### src/rri_pkg.sv
`default_nettype none
package rri_pkg;

	// register byte offsets on the apb bus
	localparam logic [7:0] REG_RSC = 8'h00;
	localparam logic [7:0] REG_SPTR = 8'h04;
	localparam logic [7:0] REG_TOS = 8'h08;
	localparam logic [7:0] REG_PC = 8'h0C;
	localparam logic [7:0] REG_INTCON = 8'h10;
	localparam logic [7:0] REG_PIR1 = 8'h14;
	localparam logic [7:0] REG_PA_LAT = 8'h18;
	localparam logic [7:0] REG_PA_DIR = 8'h1C;
	localparam logic [7:0] REG_PA_PINS = 8'h20;

	// widths and depths
	localparam int PC_W = 21;
	localparam int STK_AW = 5;
	localparam int STK_DEPTH = 32;
	localparam int SYNC_W = 11;
	localparam logic [STK_AW-1:0] STK_PTR_MAX = 5'h1F;
	localparam logic [STK_AW-1:0] STK_PTR_EMPTY = 5'h00;

	// program counter values
	localparam logic [PC_W-1:0] PC_RESET = 21'h0_0000;
	localparam logic [PC_W-1:0] PC_STEP = 21'h0_0002;
	localparam logic [PC_W-1:0] VEC_HIGH = 21'h0_0008;
	localparam logic [PC_W-1:0] VEC_LOW = 21'h0_0018;

	// reset status register: keep mask and forced value per event class
	localparam logic [7:0] RSC_IMPL = 8'hDF;
	localparam logic [7:0] RSC_WMASK = 8'hD3;
	localparam logic [7:0] RSC_POR_KEEP = 8'h00;
	localparam logic [7:0] RSC_POR_VAL = 8'h1C;
	localparam logic [7:0] RSC_BOR_KEEP = 8'h42;
	localparam logic [7:0] RSC_BOR_VAL = 8'h1C;
	localparam logic [7:0] RSC_PIN_KEEP = 8'h1F;
	localparam logic [7:0] RSC_PIN_SLP_KEEP = 8'h13;
	localparam logic [7:0] RSC_PIN_SLP_VAL = 8'h08;
	localparam logic [7:0] RSC_INSTR_KEEP = 8'h4F;
	localparam logic [7:0] RSC_STK_KEEP = 8'h5F;
	localparam logic [7:0] RSC_WDT_KEEP = 8'h53;
	localparam logic [7:0] RSC_WDT_VAL = 8'h04;
	localparam logic [7:0] RSC_WAKE_KEEP = 8'hD3;
	localparam logic [7:0] RSC_WDT_WAKE_VAL = 8'h00;
	localparam logic [7:0] RSC_INT_WAKE_VAL = 8'h08;
	localparam logic [7:0] RSC_ZERO = 8'h00;

	// other register reset values and masks
	localparam logic [7:0] SPTR_IMPL = 8'hDF;
	localparam logic [7:0] SPTR_RST = 8'h00;
	localparam logic [7:0] INTCON_RST = 8'h00;
	localparam logic [7:0] INTCON_RST_KEEP = 8'h01;
	localparam logic [7:0] PIR1_RST = 8'h00;
	localparam logic [7:0] PA_LAT_POR = 8'h00;
	localparam logic [7:0] PA_DIR_RST = 8'h7F;
	localparam logic [7:0] PA_MASK_FULL = 8'h7F;
	localparam logic [7:0] PA_MASK_GATED = 8'h3F;

	// oscillator mode codes that free the port a bit 6 pin
	localparam logic [2:0] OSC_EXT_CLOCK_IO = 3'h5;
	localparam logic [2:0] OSC_RC_IO = 3'h7;

	typedef enum logic [3:0] {
		CLS_POR, CLS_BOR, CLS_PIN, CLS_PIN_SLEEP, CLS_WDT, CLS_INSTR,
		CLS_STK_FULL, CLS_STK_UNF, CLS_WDT_WAKE, CLS_INT_WAKE
	} rri_class_e;

	typedef enum logic [1:0] {ST_RUN, ST_HOLD, ST_INIT} rri_state_e;

	typedef struct packed {
		logic int_prio_en;
		logic long_write_en;
		logic rsvd;
		logic reset_instr_n;
		logic timeout_n;
		logic power_down_n;
		logic power_on_n;
		logic brown_out_n;
	} rri_rsc_s;

	typedef struct packed {
		logic full;
		logic underflow;
		logic rsvd;
		logic [STK_AW-1:0] ptr;
	} rri_sptr_s;

	typedef struct packed {
		logic wdt_timeout;
		logic reset_instr;
		logic stack_full;
		logic stack_underflow;
	} rri_core_evt_s;

	typedef struct packed {
		logic high_prio;
		logic [2:0] intcon_flags;
		logic [7:0] pir_flags;
	} rri_wake_s;

endpackage
`default_nettype wire

### src/rri_sync.sv
`timescale 1ns/10ps
`default_nettype none

module rri_sync (
	// clock and reset
	input wire logic i_clk,
	input wire logic i_rst,
	// asynchronous levels in, synchronised levels out
	input wire logic [rri_pkg::SYNC_W-1:0] i_d,
	output logic [rri_pkg::SYNC_W-1:0] o_q
);
	import rri_pkg::*;

	genvar g;
	generate
		for (g = 0; g < SYNC_W; g++) begin : g_bit
			logic meta;
			logic next_meta;
			logic next_q;
			always_comb begin
				next_meta = i_d[g];
				next_q = meta;
			end
			always_ff @(posedge i_clk) begin
				if (i_rst) begin
					meta <= 1'b0;
					o_q[g] <= 1'b0;
				end else begin
					meta <= next_meta;
					o_q[g] <= next_q;
				end
			end
		end
	endgenerate

endmodule

`default_nettype wire

### src/rri_stack_mem.sv
`timescale 1ns/10ps
`default_nettype none

module rri_stack_mem (
	// clock
	input wire logic i_clk,
	// write port
	input wire logic i_we,
	input wire logic [rri_pkg::STK_AW-1:0] i_waddr,
	input wire logic [rri_pkg::PC_W-1:0] i_wdata,
	// registered read port
	input wire logic [rri_pkg::STK_AW-1:0] i_raddr,
	output logic [rri_pkg::PC_W-1:0] o_rdata
);
	import rri_pkg::*;

	logic [PC_W-1:0] mem [STK_DEPTH];

	always_ff @(posedge i_clk) begin
		if (i_we) begin
			mem[i_waddr] <= i_wdata;
		end
		o_rdata <= mem[i_raddr];
	end

endmodule

`default_nettype wire

### src/rri_register_reset_init.sv
// Summary of operation
// - interrupt wake with matching global enable loads vector 0008h or 0018h
// - same wake pushes current pc onto stack top and advances pointer, or sets the full flag when the pointer is at 1Fh
// - every interrupt wake sets at least one cause flag in interrupt flag registers; watchdog wake sets none
// - port a bit 6 lives only in the two io oscillator modes, else zero
// - long write enable cleared only by power-on or external pin reset, or by a software write
// - unimplemented bits always read zero
// - per class, bits keep value, power up anyhow, or take the constant
// - reset status bits take values set by the specific event
//
// Our own choices: the address map and the APB register port.
`timescale 1ns/10ps
`default_nettype none

module rri_register_reset_init (
	// clock and reset
	input wire logic i_clk,
	input wire logic i_rst,
	// apb slave
	input wire logic i_psel,
	input wire logic i_penable,
	input wire logic i_pwrite,
	input wire logic [31:0] i_paddr,
	input wire logic [31:0] i_pwdata,
	output logic [31:0] o_prdata,
	output logic o_pready,
	output logic o_pslverr,
	// reset sources from outside the clock domain
	input wire logic i_power_on_reset,
	input wire logic i_brown_out_reset,
	input wire logic i_external_reset_pin_n,
	// reset and wake events from core logic
	input wire rri_pkg::rri_core_evt_s i_core_evt,
	input wire logic i_sleeping,
	input wire rri_pkg::rri_wake_s i_wake,
	input wire logic [rri_pkg::PC_W-1:0] i_pc,
	// oscillator mode and port a
	input wire logic [2:0] i_osc_mode,
	input wire logic [7:0] i_port_a_pins,
	// to core
	output rri_pkg::rri_rsc_s o_reset_status_control,
	output logic [rri_pkg::PC_W-1:0] o_pc,
	output logic o_pc_load,
	output logic o_core_hold,
	output logic o_wake,
	output logic [7:0] o_port_a_latch,
	output logic [7:0] o_port_a_direction
);
	import rri_pkg::*;

	rri_state_e state, next_state;
	rri_class_e cls, next_cls;
	rri_class_e app_cls;
	rri_rsc_s rsc, next_rsc;
	rri_sptr_s sptr, next_sptr;
	logic [7:0] intcon, next_intcon;
	logic [7:0] pir1, next_pir1;
	logic [7:0] pa_lat, next_pa_lat;
	logic [7:0] pa_dir, next_pa_dir;
	logic [PC_W-1:0] pc, next_pc;
	logic pc_load, next_pc_load;
	logic wake, next_wake;
	logic [31:0] prdata, next_prdata;
	logic pslverr, next_pslverr;
	logic [SYNC_W-1:0] sync_q;
	logic por_s, bor_s, pin_n_s;
	logic [7:0] pins_s;
	logic ext_active, do_reset, do_wake, go_vec, wr_en, rd_setup;
	logic [15:0] rule;
	logic [7:0] pa_mask;
	logic [7:0] addr;
	logic [7:0] wbyte;
	logic mem_we;
	logic [STK_AW-1:0] mem_waddr;
	logic [PC_W-1:0] mem_wdata;
	logic [PC_W-1:0] tos;

	rri_sync u_sync (
		.i_clk(i_clk),
		.i_rst(i_rst),
		.i_d({i_port_a_pins, i_external_reset_pin_n, i_brown_out_reset,
			i_power_on_reset}),
		.o_q(sync_q)
	);

	rri_stack_mem u_stack (
		.i_clk(i_clk),
		.i_we(mem_we),
		.i_waddr(mem_waddr),
		.i_wdata(mem_wdata),
		.i_raddr(sptr.ptr),
		.o_rdata(tos)
	);

	assign por_s = sync_q[0];
	assign bor_s = sync_q[1];
	assign pin_n_s = sync_q[2];
	assign pins_s = sync_q[10:3];
	assign ext_active = por_s | bor_s | ~pin_n_s;
	assign addr = i_paddr[7:0];
	assign wbyte = i_pwdata[7:0];
	assign wr_en = i_psel & i_penable & i_pwrite;
	assign rd_setup = i_psel & ~i_penable;

	// bit 6 of port a follows the oscillator mode
	assign pa_mask = (i_osc_mode == OSC_EXT_CLOCK_IO ||
		i_osc_mode == OSC_RC_IO) ? PA_MASK_FULL : PA_MASK_GATED;

	// keep mask and forced value of the reset status register per class
	function automatic logic [15:0] rsc_rule(input rri_class_e c);
		unique case (c)
			CLS_POR: rsc_rule = {RSC_POR_KEEP, RSC_POR_VAL};
			CLS_BOR: rsc_rule = {RSC_BOR_KEEP, RSC_BOR_VAL};
			CLS_PIN: rsc_rule = {RSC_PIN_KEEP, RSC_ZERO};
			CLS_PIN_SLEEP: rsc_rule = {RSC_PIN_SLP_KEEP, RSC_PIN_SLP_VAL};
			CLS_WDT: rsc_rule = {RSC_WDT_KEEP, RSC_WDT_VAL};
			CLS_INSTR: rsc_rule = {RSC_INSTR_KEEP, RSC_ZERO};
			CLS_STK_FULL: rsc_rule = {RSC_STK_KEEP, RSC_ZERO};
			CLS_STK_UNF: rsc_rule = {RSC_STK_KEEP, RSC_ZERO};
			CLS_WDT_WAKE: rsc_rule = {RSC_WAKE_KEEP, RSC_WDT_WAKE_VAL};
			CLS_INT_WAKE: rsc_rule = {RSC_WAKE_KEEP, RSC_INT_WAKE_VAL};
		endcase
	endfunction

	// sequencing and register updates
	always_comb begin
		next_state = state;
		next_cls = cls;
		next_rsc = rsc;
		next_sptr = sptr;
		next_intcon = intcon;
		next_pir1 = pir1;
		next_pa_lat = pa_lat;
		next_pa_dir = pa_dir;
		next_pc = pc;
		next_pc_load = 1'b0;
		next_wake = 1'b0;
		do_reset = 1'b0;
		do_wake = 1'b0;
		go_vec = 1'b0;
		app_cls = cls;
		mem_we = 1'b0;
		mem_waddr = STK_PTR_EMPTY;
		mem_wdata = PC_RESET;
		rule = 16'h0000;
		// software writes; hardware events below take precedence
		if (wr_en) begin
			case (addr)
				REG_RSC: next_rsc = (rsc & ~RSC_WMASK) | (wbyte & RSC_WMASK);
				REG_SPTR: next_sptr = wbyte;
				REG_INTCON: next_intcon = wbyte;
				REG_PIR1: next_pir1 = wbyte;
				REG_PA_LAT: next_pa_lat = wbyte;
				REG_PA_DIR: next_pa_dir = wbyte;
				default: next_pc_load = 1'b0;
			endcase
		end
		unique case (state)
			ST_RUN: begin
				if (ext_active) begin
					next_state = ST_HOLD;
					if (por_s) begin
						next_cls = CLS_POR;
					end else if (bor_s) begin
						next_cls = CLS_BOR;
					end else if (i_sleeping) begin
						next_cls = CLS_PIN_SLEEP;
					end else begin
						next_cls = CLS_PIN;
					end
				end else if (i_sleeping) begin
					if (i_core_evt.wdt_timeout) begin
						do_wake = 1'b1;
						app_cls = CLS_WDT_WAKE;
					end else if (|{i_wake.intcon_flags, i_wake.pir_flags}) begin
						do_wake = 1'b1;
						app_cls = CLS_INT_WAKE;
					end
				end else if (i_core_evt.wdt_timeout) begin
					next_state = ST_INIT;
					next_cls = CLS_WDT;
				end else if (i_core_evt.stack_full) begin
					next_state = ST_INIT;
					next_cls = CLS_STK_FULL;
				end else if (i_core_evt.stack_underflow) begin
					next_state = ST_INIT;
					next_cls = CLS_STK_UNF;
				end else if (i_core_evt.reset_instr) begin
					next_state = ST_INIT;
					next_cls = CLS_INSTR;
				end
			end
			ST_HOLD: begin
				if (por_s) begin
					next_cls = CLS_POR;
				end else if (bor_s && cls != CLS_POR) begin
					next_cls = CLS_BOR;
				end
				if (!ext_active) begin
					next_state = ST_INIT;
				end
			end
			ST_INIT: begin
				do_reset = 1'b1;
				next_state = ST_RUN;
			end
		endcase
		if (do_reset) begin
			rule = rsc_rule(cls);
			// keep bits stay, others take the class constant
			next_rsc = (rsc & rule[15:8]) | rule[7:0];
			next_sptr = SPTR_RST;
			next_sptr.full = (cls == CLS_STK_FULL);
			next_sptr.underflow = (cls == CLS_STK_UNF);
			if (cls == CLS_POR || cls == CLS_BOR) begin
				next_intcon = INTCON_RST;
				next_pa_lat = PA_LAT_POR;
			end else begin
				next_intcon = (intcon & INTCON_RST_KEEP) | INTCON_RST;
			end
			next_pir1 = PIR1_RST;
			next_pa_dir = PA_DIR_RST;
			next_pc = PC_RESET;
			next_pc_load = 1'b1;
			mem_we = 1'b1;
			mem_waddr = STK_PTR_EMPTY;
			mem_wdata = PC_RESET;
		end
		if (do_wake) begin
			rule = rsc_rule(app_cls);
			next_rsc = (next_rsc & rule[15:8]) | rule[7:0];
			next_wake = 1'b1;
			next_pc_load = 1'b1;
			next_pc = i_pc + PC_STEP;
			if (app_cls == CLS_INT_WAKE) begin
				// cause flags are set together with the wake, set over clear
				next_intcon = next_intcon | {5'b00000, i_wake.intcon_flags};
				next_pir1 = next_pir1 | i_wake.pir_flags;
				go_vec = i_wake.high_prio ? intcon[7] : intcon[6];
			end
			if (go_vec) begin
				next_pc = i_wake.high_prio ? VEC_HIGH : VEC_LOW;
				if (sptr.ptr == STK_PTR_MAX) begin
					next_sptr.full = 1'b1;
				end else begin
					next_sptr.ptr = sptr.ptr + 5'h01;
					mem_we = 1'b1;
					mem_waddr = sptr.ptr + 5'h01;
					mem_wdata = i_pc;
				end
			end
		end
		next_rsc = next_rsc & RSC_IMPL;
		next_sptr = next_sptr & SPTR_IMPL;
		next_pa_lat = next_pa_lat & pa_mask;
		next_pa_dir = next_pa_dir & pa_mask;
	end

	always_ff @(posedge i_clk) begin
		if (i_rst) begin
			state <= ST_HOLD;
			cls <= CLS_POR;
			rsc <= RSC_POR_VAL;
			sptr <= SPTR_RST;
			intcon <= INTCON_RST;
			pir1 <= PIR1_RST;
			pa_lat <= PA_LAT_POR;
			pa_dir <= PA_MASK_GATED;
			pc <= PC_RESET;
			pc_load <= 1'b0;
			wake <= 1'b0;
		end else begin
			state <= next_state;
			cls <= next_cls;
			rsc <= next_rsc;
			sptr <= next_sptr;
			intcon <= next_intcon;
			pir1 <= next_pir1;
			pa_lat <= next_pa_lat;
			pa_dir <= next_pa_dir;
			pc <= next_pc;
			pc_load <= next_pc_load;
			wake <= next_wake;
		end
	end

	// apb read data captured in the setup phase
	always_comb begin
		next_prdata = prdata;
		next_pslverr = pslverr;
		if (rd_setup) begin
			next_pslverr = 1'b0;
			next_prdata = 32'h0000_0000;
			case (addr)
				REG_RSC: next_prdata = {24'h00_0000, rsc & RSC_IMPL};
				REG_SPTR: next_prdata = {24'h00_0000, sptr & SPTR_IMPL};
				REG_TOS: next_prdata = {11'h000, tos};
				REG_PC: next_prdata = {11'h000, pc};
				REG_INTCON: next_prdata = {24'h00_0000, intcon};
				REG_PIR1: next_prdata = {24'h00_0000, pir1};
				REG_PA_LAT: next_prdata = {24'h00_0000, pa_lat & pa_mask};
				REG_PA_DIR: next_prdata = {24'h00_0000, pa_dir & pa_mask};
				REG_PA_PINS: next_prdata = {24'h00_0000, pins_s & pa_mask};
				default: next_pslverr = 1'b1;
			endcase
		end
	end

	always_ff @(posedge i_clk) begin
		if (i_rst) begin
			prdata <= 32'h0000_0000;
			pslverr <= 1'b0;
		end else begin
			prdata <= next_prdata;
			pslverr <= next_pslverr;
		end
	end

	assign o_prdata = prdata;
	assign o_pslverr = pslverr;
	assign o_pready = 1'b1;
	assign o_reset_status_control = rsc;
	assign o_pc = pc;
	assign o_pc_load = pc_load;
	assign o_core_hold = (state != ST_RUN);
	assign o_wake = wake;
	assign o_port_a_latch = pa_lat;
	assign o_port_a_direction = pa_dir;

endmodule

`default_nettype wire

### config.mk
export PLATFORM = sky130hd
export DESIGN_NAME = rri_register_reset_init
export DESIGN_NICKNAME = d
export VERILOG_FILES = /design/src/rri_pkg.sv /design/src/rri_sync.sv /design/src/rri_stack_mem.sv /design/src/rri_register_reset_init.sv
export SDC_FILE = /design/constraint.sdc
export NUM_CORES = 1
export LEC_CHECK = 0
export CAP_MARGIN = 20
export CORE_MARGIN = 4
export CORE_UTILIZATION = 57
export DETAILED_ROUTE_END_ITERATION = 10
export DONT_BUFFER_PORTS = 1
export PLACE_DENSITY_LB_ADDON = 0.08
export SYNTH_ARGS = -nofsm -noshare
export SYNTH_HDL_FRONTEND = slang
export SYNTH_HIERARCHICAL = 1
export SYNTH_SLANG_ARGS = --single-unit
### constraint.sdc
create_clock -name i_clk -period 3.5 [get_ports i_clk]
set_input_delay 0.7 -clock i_clk [delete_from_list [all_inputs] [get_ports i_clk]]
set_output_delay 0.7 -clock i_clk [all_outputs]
set_load 0.02 [all_outputs]
# Word-level counts from Yosys, hierarchy flattened
# Memory sizes are Yosys's and may differ from the RTL's. A register that Yosys moved wholly into a read port is not among the register bits.
# Cells that the tools add are included.
# word_totals
wordCells,212
romBits,0
mem_count,1
latchBits,0
inputBits,121
reg_bits,132
ramBits,672
# classes
multipliers,0
div_mod_pow,0
n_lt_le_gt_ge,0
shifts,0
bitwise,19
addsub,2
n_eq_ne,35
reduce_logical,20
n_mux,90
# mem_list
memory,words,word_bits,rd,rd_clocked_by_memory_dff,wr,line_no,rtl
u_stack.mem,32,21,1,1,1,rri_stack_mem.sv:17,logic [PC_W-1:0] mem [STK_DEPTH];
# ops
operator,count
$pmux W16 S9,2
$mux W8,24
$pmux W21 S9,1
$mux W21,6
$mux W4,13
$and A8 B7 Y8,5
$mux W5,7
$eq A4 B3 Y1 const B,8
$eq A8 B5 Y1 const B,4
$mux W16,2
$or A8 B8 Y8,3
$mux W1,23
$add A21 B2 Y21 const B,1
$mux W2,9
$and A8 B8 Y8,2
$eq A4 B2 Y1 const B,4
$eq A4 B4 Y1 const B,4
$eq A8 B4 Y1 const B,2
$reduce_or A11 Y1,1
$reduce_bool A2 Y1,5
$reduce_or A9 Y1,1
$eq A4 B1 Y1 const B,2
$eq A8 B3 Y1 const B,1
$eq A8 B6 Y1 const B,1
other kinds (27),35

# Depth between registers and ports, before layout
# logic_depth
depth_word,13
mapped_depth,10
ltp_nobuf,9

# By module
# Netlist, hierarchy kept.
# modules_own_cells
module,n_inst,seq_area_each_um2,cells_per_inst,area_per_inst_um2
rri_stack_mem,1,20599.8,1481,26751.9
rri_register_reset_init,1,1881.8,646,5450.2
rri_sync,1,440.4,46,640.6

# Worst setup path after synthesis
# OpenSTA, ideal clock, no wires.
# synth_timing
kind,input to register
from,in i_wake[0] in the netlist's numbering
to,mem u_stack.mem[28][0] (enable)
path_buffers,2
t_arrival_ps,3341
path_slack_ps,-239
cell_stages,8
required_ps,3101
path_cell_list,nor4_1 nand3_1 and3_1 clkbuf_1 and2_1 or3b_2 clkbuf_1 nor2_1
# synth_lines
element,line_no,rtl
from (decl),rri_register_reset_init.sv:35,"input wire rri_pkg::rri_wake_s i_wake,"
$reduce_or A11 Y1 *,rri_register_reset_init.sv:175,"end else if (|{i_wake.intcon_flags, i_wake.pir_flags}) begin"
$mux W4,rri_register_reset_init.sv:175,
$mux W4,rri_register_reset_init.sv:172,if (i_core_evt.wdt_timeout) begin
$mux W4,rri_register_reset_init.sv:171,end else if (i_sleeping) begin
$mux W4,rri_register_reset_init.sv:160,if (ext_active) begin
$mux W4,rri_register_reset_init.sv:158,unique case (state)
$eq A4 B4 Y1,rri_register_reset_init.sv:235,if (app_cls == CLS_INT_WAKE) begin
$mux W1,rri_register_reset_init.sv:235,
$mux W1,rri_register_reset_init.sv:229,if (do_wake) begin
$mux W5,rri_register_reset_init.sv:241,if (go_vec) begin
$mux W5 *,rri_register_reset_init.sv:229,
net mem_waddr[1],rri_register_reset_init.sv:74,logic [STK_AW-1:0] mem_waddr;
to (decl),rri_stack_mem.sv:17,
# Mark *: on every way through the listed nets, which the timed path passes. The rest lies on a longest branch. The select of a mux whose other input is x is not followed.

# Final worst setup path
# layout_timing
from,reg state[0]
to,mem u_stack.mem[7][13] (enable)
# layout_lines
element,line_no,rtl
from (decl),rri_register_reset_init.sv:51,"rri_state_e state, next_state;"
from (signal assigned),rri_register_reset_init.sv:273,state <= next_state;
$logic_not A2 Y1 *,rri_register_reset_init.sv:158,
$mux W4,rri_register_reset_init.sv:158,
$eq A4 B4 Y1,rri_register_reset_init.sv:235,
$mux W1,rri_register_reset_init.sv:235,
$mux W1,rri_register_reset_init.sv:229,
$mux W5,rri_register_reset_init.sv:241,
$mux W5 *,rri_register_reset_init.sv:229,
net mem_waddr[2],rri_register_reset_init.sv:74,
# Marks and branches as above.

==> impl_metrics.toml <==
[clocking]
cts_setup_buffers = 0
clk_pin_slew_worst_paths_ns = 0.06
htree_levels = 3
cts_buffer_depth = 3
numCtsBuffers = 82
cts_root_buf = "clkbuf_16"
cts_num_sinks = 807
clk_latency_ns = 0.63
cts_hold_buffers = 0
cts_tree = "done"
cts-resized-gates = 0

[layout]
layout.nets = 2370
syn2layout_area_growth_pct = 13.10
drive_above_1_share = 0.1409
nFillCells = 4026
fin_util = 0.6539
n_antenna_cell = 0

[sta]
rsz0062_at_grt = "yes"
finalSetupViolations = 0
hold_violations = 0
finClkSkew_ns = 0.01135
relSlewSlack = 0.2955
max_slew.worst_pin.slew_ns = 1.057
clock.fmax_mhz = 293.2
fin_hold_ws_ns = 0.1375
fin_crit_ns = 3.411
slew_viol_final = 0
fin_crit_sh = 0.9745

[worst_setup_path]
worstReg2RegEnd = "u_stack/mem[7][13]"
worstSetupPathType = "flop to flop"
rr_worst_depth = 9
r2r_start = "state[0]"
endpoint_kind = "flop"
cp.arrival_ns = 3.72
r2r_slack_ns = 0.09
critPathCapture = "u_stack/mem[7][13]"
start_kind = "flop"
crit_required_ns = 3.81
cp_max_fo = 13
crit_start = "state[0]"

[die]
die-height_um = 247.8
ios = 203
initial_utilization = 0.5782
fp-row-count = 87
core_area_mm2 = 0.05671
dieArea_mm2 = 0.06142
die_w_um = 247.8

[detailed_routing]
vias = 19030
drc = 0
wl_per_cell_um = 25.76
dr.pass1.iters = 5
detail-route-antenna-nets = 0
wirelength_mm = 78.88
vias_per_cell = 6.216
drtIter0Drc = 1440

[placed_design]
io_buffers = 0
dp_hpwl_mm = 48.98
gp_congestion = 0.8965

[outcome]
outcome = "complete, no violations"

[grt]
grt-ovfl-total = 0
grt_pass1_wl_mm = 116.8
grt_usage = 0.2533
antenna_found_initial = 0
first_global_vias = 18600
grt_max_degree = 113

[synthesis]
syn_inst = 2169
synthesis.area_mm2 = 0.03279
ys_warn_count = 6
syn_avg_cell_area_um2 = 15.12

[power_and_ir_drop]
p_leak_nw = 13.49
power_density_mw_per_mm2 = 518.6
vdd_drop_max_mv = 0.5176

[hold_path]
hold_class = "input port to flop"

[job]
cap_viol_max_count = 0
[layout by cell type, fill, tap and decap left out, types with 22 or more instances in the layout]
cell and instances:
nor2_2 34, a22oi_1 106, buf_4 93, nand4_1 33
nor2_1 69, a21oi_1 60, dfxtp_1 134, a31oi_1 23
a22o_1 47, mux2_2 22, nand3_1 67, clkbuf_16 87
and2_1 22, edfxtp_1 672, o21ai_0 22, mux2i_1 385
nand2_1 89, nor3_1 38
[state kept, by name, indices dropped and copies added, names as in the netlist]
signal	cells
o_pc	21
o_reset_status_control	7
o_wake	1
u_sync/g_bit.meta	10
sptr	7
o_port_a_latch	7
pir1	8
cls	3
o_pc_load	1
o_pslverr	1
u_sync/o_q	10
intcon	8
u_stack/o_rdata	21
state	2
o_port_a_direction	7
u_stack/mem	672
o_prdata	21
[power by group]
part / internal, W / switching [W]
registers: 0.0103 / 0.0000233
clock network: 0.00515 / 0.00359
logic: 0.0000730 / 0.000119
total: 0.0155 / 0.00374
[per-stage QoR]
step | instances | instance area [µm²] | setup slack, ns | TNS [ns] | power [W]
after floorplan | 2182 | 32850 | -0.2393 | -39.62 | 0.01069
after global placement | 2903 | 34060 | 0.1771 | 0 | 0.01069
after detailed placement | 2903 | 34060 | 0.1583 | 0 | 0.01069
after CTS | 3050 | 36770 | 0.1781 | 0 | 0.01937
after global routing | 3062 | 37090 | -0.008573 | -0.07254 | 0.01982
final | 3062 | 37090 | 0.08928 | 0 | 0.01923
[how the worst min path moves through the flow]
| stage | endpoint | slack, ns | start | cells after the start |
|---|---|---|---|---|
| 2_1_floorplan | u_sync/o_q[0] | 0.41 | u_sync/g_bit[0].meta | 1 |
| 3_3_place_gp | u_sync/o_q[6] | 0.42 | u_sync/g_bit[6].meta | 1 |
| 3_5_place_dp | u_sync/o_q[8] | 0.43 | u_sync/g_bit[8].meta | 1 |
| 4_1_cts | u_sync/o_q[3] | 0.11 | i_rst | 1 |
| 5_1_grt | u_sync/o_q[3] | 0.10 | i_rst | 1 |
| 6_report | u_sync/g_bit[5].meta | 0.14 | i_rst | 1 |
[metal layers]
layer / track usage / vias to the layer above / part of all wire / routed length, µm
met5: 0 / - / 0 / 0
met4: 0.08113 / 0 / 0.031 / 2432
met3: 0.04775 / 155 / 0.075 / 5894
met2: 0.4171 / 712 / 0.48 / 38000
met1: 0.3451 / 9620 / 0.41 / 32560
li1: - / 8547 / - / -
[layout make-up]
cell class	count	area, µm²	share of cell area
flip-flops and latches	807	22890	0.6171
multi-input cells	1214	9114	0.2457
clock buffers	105	2210	0.05958
repair buffers	123	1366	0.03684
well taps	756	945.9	0.02551
clock inverters	42	508.0	0.01370
inverters	15	56.30	0.001518
[worst max-delay path, cell delays in order (launching register included)]
cell and delay (ns):
dfxtp_1 0.31, inv_1 0.10, ha_1 0.24, nand4bb_1 0.17, nor3b_1 0.40, nand3_1 0.30, nor2_1 0.67, nand2_1 0.38
nor2_2 0.21, buf_4 0.30
Note: power is estimated with default switching activity, not from simulation.
